**src/pwmc_map.svh**
```systemverilog
// register offsets, field positions and reset values of the pwm channel
`ifndef PWMC_MAP_SVH
`define PWMC_MAP_SVH

`define PWMC_OFF_CTRL 2'h0
`define PWMC_OFF_DCH 2'h1
`define PWMC_OFF_DCL 2'h2

`define PWMC_CTRL_EN 7
`define PWMC_CTRL_OE 6
`define PWMC_CTRL_FLAG 5
`define PWMC_CTRL_INV 4
`define PWMC_CTRL_RST 4'h0
`define PWMC_DCL_HI 7
`define PWMC_DCL_LO 6

`define PWMC_PHASE_ZERO 2'h0
`define PWMC_PHASE_ONE 2'h1
`define PWMC_PHASE_LAST 2'h3
`define PWMC_BYTE_ZERO 8'h00
`define PWMC_DUTY_ZERO 10'h000

`endif

```
**src/pwmc_pkg.sv**
```systemverilog
// shared types of the pwm channel
package pwmc_pkg;
   typedef logic [7:0] pwmc_byte_t;
   typedef logic [1:0] pwmc_addr_t;
   typedef logic [9:0] pwmc_duty_t;
endpackage : pwmc_pkg

```
**src/pwmc_timebase.sv**
```systemverilog
// ten-bit time base built from the shared period timer and a two-bit phase
`include "pwmc_map.svh"
module pwmc_timebase (
   input wire logic clk_i,
   input wire logic rst_n_i,
   input wire pwmc_pkg::pwmc_byte_t period_timer_count_i,
   input wire pwmc_pkg::pwmc_byte_t period_limit_i,
   input wire logic prescale_tick_i,
   input wire logic sleep_i,
   output pwmc_pkg::pwmc_duty_t time_base_o,
   output logic period_end_o
);
   import pwmc_pkg::*;

   logic [1:0] phase_r;
   logic [1:0] phase_nxt;
   logic step;

   // phase only moves on a prescaled tick and never in sleep
   assign step = prescale_tick_i && !sleep_i;
   assign phase_nxt = step ? phase_r + `PWMC_PHASE_ONE : phase_r;

   always_ff @(posedge clk_i or negedge rst_n_i) begin
      if (!rst_n_i) begin
         phase_r <= `PWMC_PHASE_ZERO;
      end else begin
         phase_r <= phase_nxt;
      end
   end

   // timer count supplies the upper eight bits
   assign time_base_o = {period_timer_count_i, phase_r};
   // the last phase of the limit count: the timer clears on this step
   assign period_end_o = step && (phase_r == `PWMC_PHASE_LAST) && (period_timer_count_i == period_limit_i);
endmodule : pwmc_timebase

```
**src/pwmc_channel.sv**
```systemverilog
// control and duty registers of one pwm channel with compare and pin drive
`include "pwmc_map.svh"
module pwmc_channel (
   input wire logic clk_i,
   input wire logic rst_n_i,
   input wire pwmc_pkg::pwmc_addr_t addr_i,
   input wire pwmc_pkg::pwmc_byte_t wdata_i,
   input wire logic wr_i,
   input wire logic rd_i,
   output pwmc_pkg::pwmc_byte_t rdata_o,
   input wire pwmc_pkg::pwmc_byte_t period_timer_count_i,
   input wire pwmc_pkg::pwmc_byte_t period_limit_i,
   input wire logic prescale_tick_i,
   input wire logic sleep_i,
   output logic pwm_pin_o,
   output logic pwm_pin_oe_o
);
   import pwmc_pkg::*;

   logic [3:0] ctrl_r;
   pwmc_byte_t duty_high_byte_r;
   logic [1:0] duty_low_pair_r;
   pwmc_duty_t duty_buf_r;
   logic chan_out_r;
   logic chan_out_nxt;
   pwmc_byte_t rdata_nxt;
   pwmc_duty_t time_base;
   logic period_end;
   logic pwm_unit_enable;
   logic output_invert;

   // register access decode for writes and reads, shared by the control and duty write processes and the read mux
   function automatic logic hit(input pwmc_addr_t a, input pwmc_addr_t off, input logic strobe);
      hit = strobe && (a == off);
   endfunction : hit

   pwmc_timebase u_timebase (
      .clk_i(clk_i),
      .rst_n_i(rst_n_i),
      .period_timer_count_i(period_timer_count_i),
      .period_limit_i(period_limit_i),
      .prescale_tick_i(prescale_tick_i),
      .sleep_i(sleep_i),
      .time_base_o(time_base),
      .period_end_o(period_end)
   );

   // control holds bits 7:4: enable, drive, the unused flag slot, invert; cleared on every reset
   always_ff @(posedge clk_i or negedge rst_n_i) begin
      if (!rst_n_i) begin
         ctrl_r <= `PWMC_CTRL_RST;
      end else if (hit(addr_i, `PWMC_OFF_CTRL, wr_i)) begin
         ctrl_r <= wdata_i[`PWMC_CTRL_EN:`PWMC_CTRL_INV];
      end
   end

   assign pwm_unit_enable = ctrl_r[`PWMC_CTRL_EN - `PWMC_CTRL_INV];
   assign output_invert = ctrl_r[0];
   // pin enable comes straight from the control flop
   assign pwm_pin_oe_o = ctrl_r[`PWMC_CTRL_OE - `PWMC_CTRL_INV];

   // duty registers carry no reset so they survive warm resets
   always_ff @(posedge clk_i) begin
      if (hit(addr_i, `PWMC_OFF_DCH, wr_i)) begin
         duty_high_byte_r <= wdata_i;
      end
      if (hit(addr_i, `PWMC_OFF_DCL, wr_i)) begin
         duty_low_pair_r <= wdata_i[`PWMC_DCL_HI:`PWMC_DCL_LO];
      end
   end

   // compare buffer only moves at the period limit match
   always_ff @(posedge clk_i or negedge rst_n_i) begin
      if (!rst_n_i) begin
         duty_buf_r <= `PWMC_DUTY_ZERO;
      end else if (period_end) begin
         duty_buf_r <= {duty_high_byte_r, duty_low_pair_r};
      end
   end

   // set at restart unless new duty is zero, clear on equality
   always_comb begin
      chan_out_nxt = chan_out_r;
      if (!pwm_unit_enable) begin
         chan_out_nxt = 1'b0;
      end else if (sleep_i) begin
         chan_out_nxt = chan_out_r;
      end else if (period_end) begin
         chan_out_nxt = ({duty_high_byte_r, duty_low_pair_r} != `PWMC_DUTY_ZERO);
      end else if (time_base == duty_buf_r) begin
         chan_out_nxt = 1'b0;
      end
   end

   // disable also wins in sleep so an off channel never stays active
   always_ff @(posedge clk_i or negedge rst_n_i) begin
      if (!rst_n_i) begin
         chan_out_r <= 1'b0;
      end else begin
         chan_out_r <= chan_out_nxt;
      end
   end

   // pin level after polarity, one cycle behind the channel; frozen in sleep
   always_ff @(posedge clk_i or negedge rst_n_i) begin
      if (!rst_n_i) begin
         pwm_pin_o <= 1'b0;
      end else if (!sleep_i) begin
         pwm_pin_o <= chan_out_r ^ output_invert;
      end
   end

   // read mux; unmapped offsets and unimplemented bits read zero
   always_comb begin
      rdata_nxt = `PWMC_BYTE_ZERO;
      if (hit(addr_i, `PWMC_OFF_CTRL, rd_i)) begin
         rdata_nxt[`PWMC_CTRL_EN:`PWMC_CTRL_INV] = ctrl_r;
         rdata_nxt[`PWMC_CTRL_FLAG] = pwm_pin_o;
      end else if (hit(addr_i, `PWMC_OFF_DCH, rd_i)) begin
         rdata_nxt = duty_high_byte_r;
      end else if (hit(addr_i, `PWMC_OFF_DCL, rd_i)) begin
         rdata_nxt[`PWMC_DCL_HI:`PWMC_DCL_LO] = duty_low_pair_r;
      end
   end

   always_ff @(posedge clk_i or negedge rst_n_i) begin
      if (!rst_n_i) begin
         rdata_o <= `PWMC_BYTE_ZERO;
      end else begin
         rdata_o <= rdata_nxt;
      end
   end
endmodule : pwmc_channel

```
**config.mk**
```make
export PLATFORM = sky130hd
export DESIGN_NAME = pwmc_channel
export DESIGN_NICKNAME = d
export VERILOG_FILES = /design/src/pwmc_pkg.sv /design/src/pwmc_timebase.sv /design/src/pwmc_channel.sv
export VERILOG_INCLUDE_DIRS = /design/src /design/src/src
export SDC_FILE = /design/constraint.sdc
export NUM_CORES = 1
export LEC_CHECK = 0
export ABC_AREA = 1
export ABC_CLOCK_PERIOD_IN_PS = 1500
export BUFFER_PORTS_ARGS = -buffer_cell sky130_fd_sc_hd__buf_2
export CAP_MARGIN = 20
export CORE_UTILIZATION = 42
export DETAILED_ROUTE_END_ITERATION = 10
export PLACE_DENSITY = 0.75
export SLEW_MARGIN = 20
export SYNTH_ARGS = -nofsm -noshare
export SYNTH_HDL_FRONTEND = slang
export SYNTH_SLANG_ARGS = --single-unit
```
**constraint.sdc**
```tcl
create_clock -name clk_i -period 1.5 [get_ports clk_i]
set_input_delay 0.225 -clock clk_i [delete_from_list [all_inputs] [get_ports clk_i]]
set_output_delay 0.225 -clock clk_i [all_outputs]
set_load 0.005 [all_outputs]
```
==> reports/qor.csv <==
metric,value,unit
status,finished clean,
die footprint,4110,µm²
"Req. time, crit path",1.71,ns
Max-slew headroom,62.02,%
critical path cell sequence,ha_1 -> inv_1 -> nor2_4 -> nand3_2 -> nor2_4 -> nand2_4 -> buf_4 -> a21oi_1,
Worst R2R Start,u_timebase.phase_r[0],
Post-synth EDFFs,10,
Clock Path Buffers,2,
largest net degree at the start of global routing,26,
die width,64.11,µm
R2R Setup Slk,0.11,ns
wire per inst,11.35,µm
Finished Cell Area,2019,µm²
Power Dens Cells,1027,nW/µm²
VDD IR max,0.0005664,V
kind of cell adding the most delay to the critical path,simple AND/OR/NAND/NOR gates,
root buf cell,clkbuf_8,
FMAX,0.7183,GHz
Hold Startpoint,wdata_i[5],
CP dominant cell by count,nor2_4,
fraction of layout cells with a size suffix above 1,28.32,%
reg2reg path depth,8,
Critical Path Source Type,flop,
Final Util,54.75,%
Leak Pwr,1.055,nW
# DRC,0,
total CTS buffers,5,
Placed Instances,262,
post-synth net total,204,
fin crit share,92.82,%
vias per cell,4.602,
I/O pin count,42,
drt total wl,3109,µm
Syn Area/Cell,9.475,µm²
CP Data Arrival Time,1.60,ns
die height,64.11,µm
Setup TNS,0,ns
min Tclk post-route,1.392,ns
hold crit path type,input pin to flop,
final hold slack,0.1131,ns
Layout area overhead,24.63,%
Yosys top cell by area,dfrtp_1,
Clock Skews,0.003971,ns
Post-Syn Area,1620,µm²
vias,1261,
FP Rows,22,
Routed Antenna Nets,0,
H-tree depth,2,
Layout Cells excl Fill,274,
Worst Hold Path EP,duty_high_byte_r[5],
core area,3689,µm²
clock-pin transition on the worst setup and hold timing paths,0.06,ns
Final Setup Violations,0,
end of the worst register-to-register path,duty_buf_r[5],
Post-Place Setup Slack,0.03315,ns
Synth Instances,171,
worst skew pair latency,0.28,ns
Initial Util,43.93,%
post-synth top area share,38.61,%
DP Area,1897,µm²
GR Overflow Total,0,
hold depth,1,
Cell variety after synth,27,
Max Cap Viol,0,
vias in the first global route,1247,
Final GP Congestion,0.8315,
register area share after synthesis,57.14,%
Area contributors post-synth,"dfrtp_1, edfxtp_1, nand2_1, xnor2_1, inv_1",
critical path class,flop to flop,
Synthesis Warnings,0,
GRT Util Overall,17.50,%
critical path peak fanout,7,
CTS tree,yes,
layout net count,258,
DR iter-0 viols,61,
antenna violations before repair,0,
Final Max Tran Viols,0,
first-pass GRT wire length,5368,µm
"Hold Vio Cnt, Final",0,
drt pass-1 iters,4,
Worst Tran Pin Value,0.5697,ns
setup ws final,0.1078,ns
RSZ-0062 raised after global routing,false,
critical path endpoint category,flop,
largest stage delay on the critical path,0.37,ns
IO Port Bufs,41,
number of diodes,0,
Worst Path Buf+Inv,2,
"FFs w/ async S/R, synth",71.43,%
CP max stage cell,dfrtp_1,
HPWL Detailed,2425,µm
main flop type after synthesis,dfrtp_1,
#FFs+latches synth,35,
Overall Power,2.074,mW
clock sinks,35,
sequential cells by signal, summed over array words and instances (netlist names):
name	flops
ctrl_r	3
duty_low_pair_r	2
pwm_pin_o	1
chan_out_r	1
duty_buf_r	10
u_timebase.phase_r	2
duty_high_byte_r	8
rdata_o	8
metal layers:
layer,GRT usage (%),vias to the layer above,share of wire [%]
met5,0,-,0
met1,21.81,580,44
met4,6.667,0,1.0
li1,-,642,-
met3,5.536,4,4.7
met2,28.32,35,50
layout make-up:
class                   instances  area, µm²
clock buffers                   6      72.57
clock inverters                 2      7.507
fillers                       354       1669
inverters                      27      103.9
multi-input cells             109      596.8
flip-flops and latches         35      925.9
well taps                      48      60.06
repair buffers                 47      252.7
logic make-up (layout without fill, tap and decap cells):
group / after synthesis / after routing / share of synthesized area [%]
AOI/OAI and AO/OA: 15 / 15 / 5.329
xor gates and xnor gates: 14 / 14 / 7.568
adders and majority gates: 1 / 1 / 0.7721
buffers and inverters: 28 / 82 / 7.026
DFF: 35 / 35 / 57.14
muxes: 3 / 3 / 2.085
and+or+nand+nor: 75 / 76 / 20.08
report_power, final:
group / internal, mW / switching [mW] / leakage [nW]
clock: 0.316 / 0.307 / 0.0403
combinational: 0.153 / 0.177 / 0.622
sequential: 1.06 / 0.0574 / 0.393
total: 1.53 / 0.541 / 1.06
placed cells by master, fill, tap and decap left out, types with 5 or more instances in the layout:
cell	instances
inv_1	25
nor2_1	22
dfrtp_1	25
buf_4	5
xnor2_1	12
buf_2	41
a21oi_1	10
nand2_1	38
clkbuf_8	5
edfxtp_1	10
synth_stat cells (all sizes together) (2+ instances only):
cell type / n
nand2: 40
inv: 26
dfrtp: 25
nor2: 24
xnor2: 12
a21oi: 11
edfxtp: 10
nand3: 4
mux2: 3
nor3: 3
nand4: 2
o21ai: 2
xor2: 2
timing repair:
item,4_1_cts,5_1_grt
resized for setup,0,3
endpoints found under the setup margin,0,8
buffers inserted,0,2
endpoints found under the hold margin,25,0
hold buffers,1,0
how the worst max path moves through the flow:
stage                          start             endpoint  slack [ns]  depth (start not counted)
5_1_grt        u_timebase.phase_r[0]        duty_buf_r[5]        0.01                          8
4_1_cts        u_timebase.phase_r[0]        duty_buf_r[8]        0.03                          9
6_report       u_timebase.phase_r[0]        duty_buf_r[5]        0.11                          8
2_1_floorplan              addr_i[0]  duty_high_byte_r[0]        0.21                          2
3_5_place_dp   u_timebase.phase_r[0]        duty_buf_r[2]        0.03                          9
3_3_place_gp   u_timebase.phase_r[0]        duty_buf_r[2]        0.10                          9
Note: power is estimated with default switching activity, not from simulation.
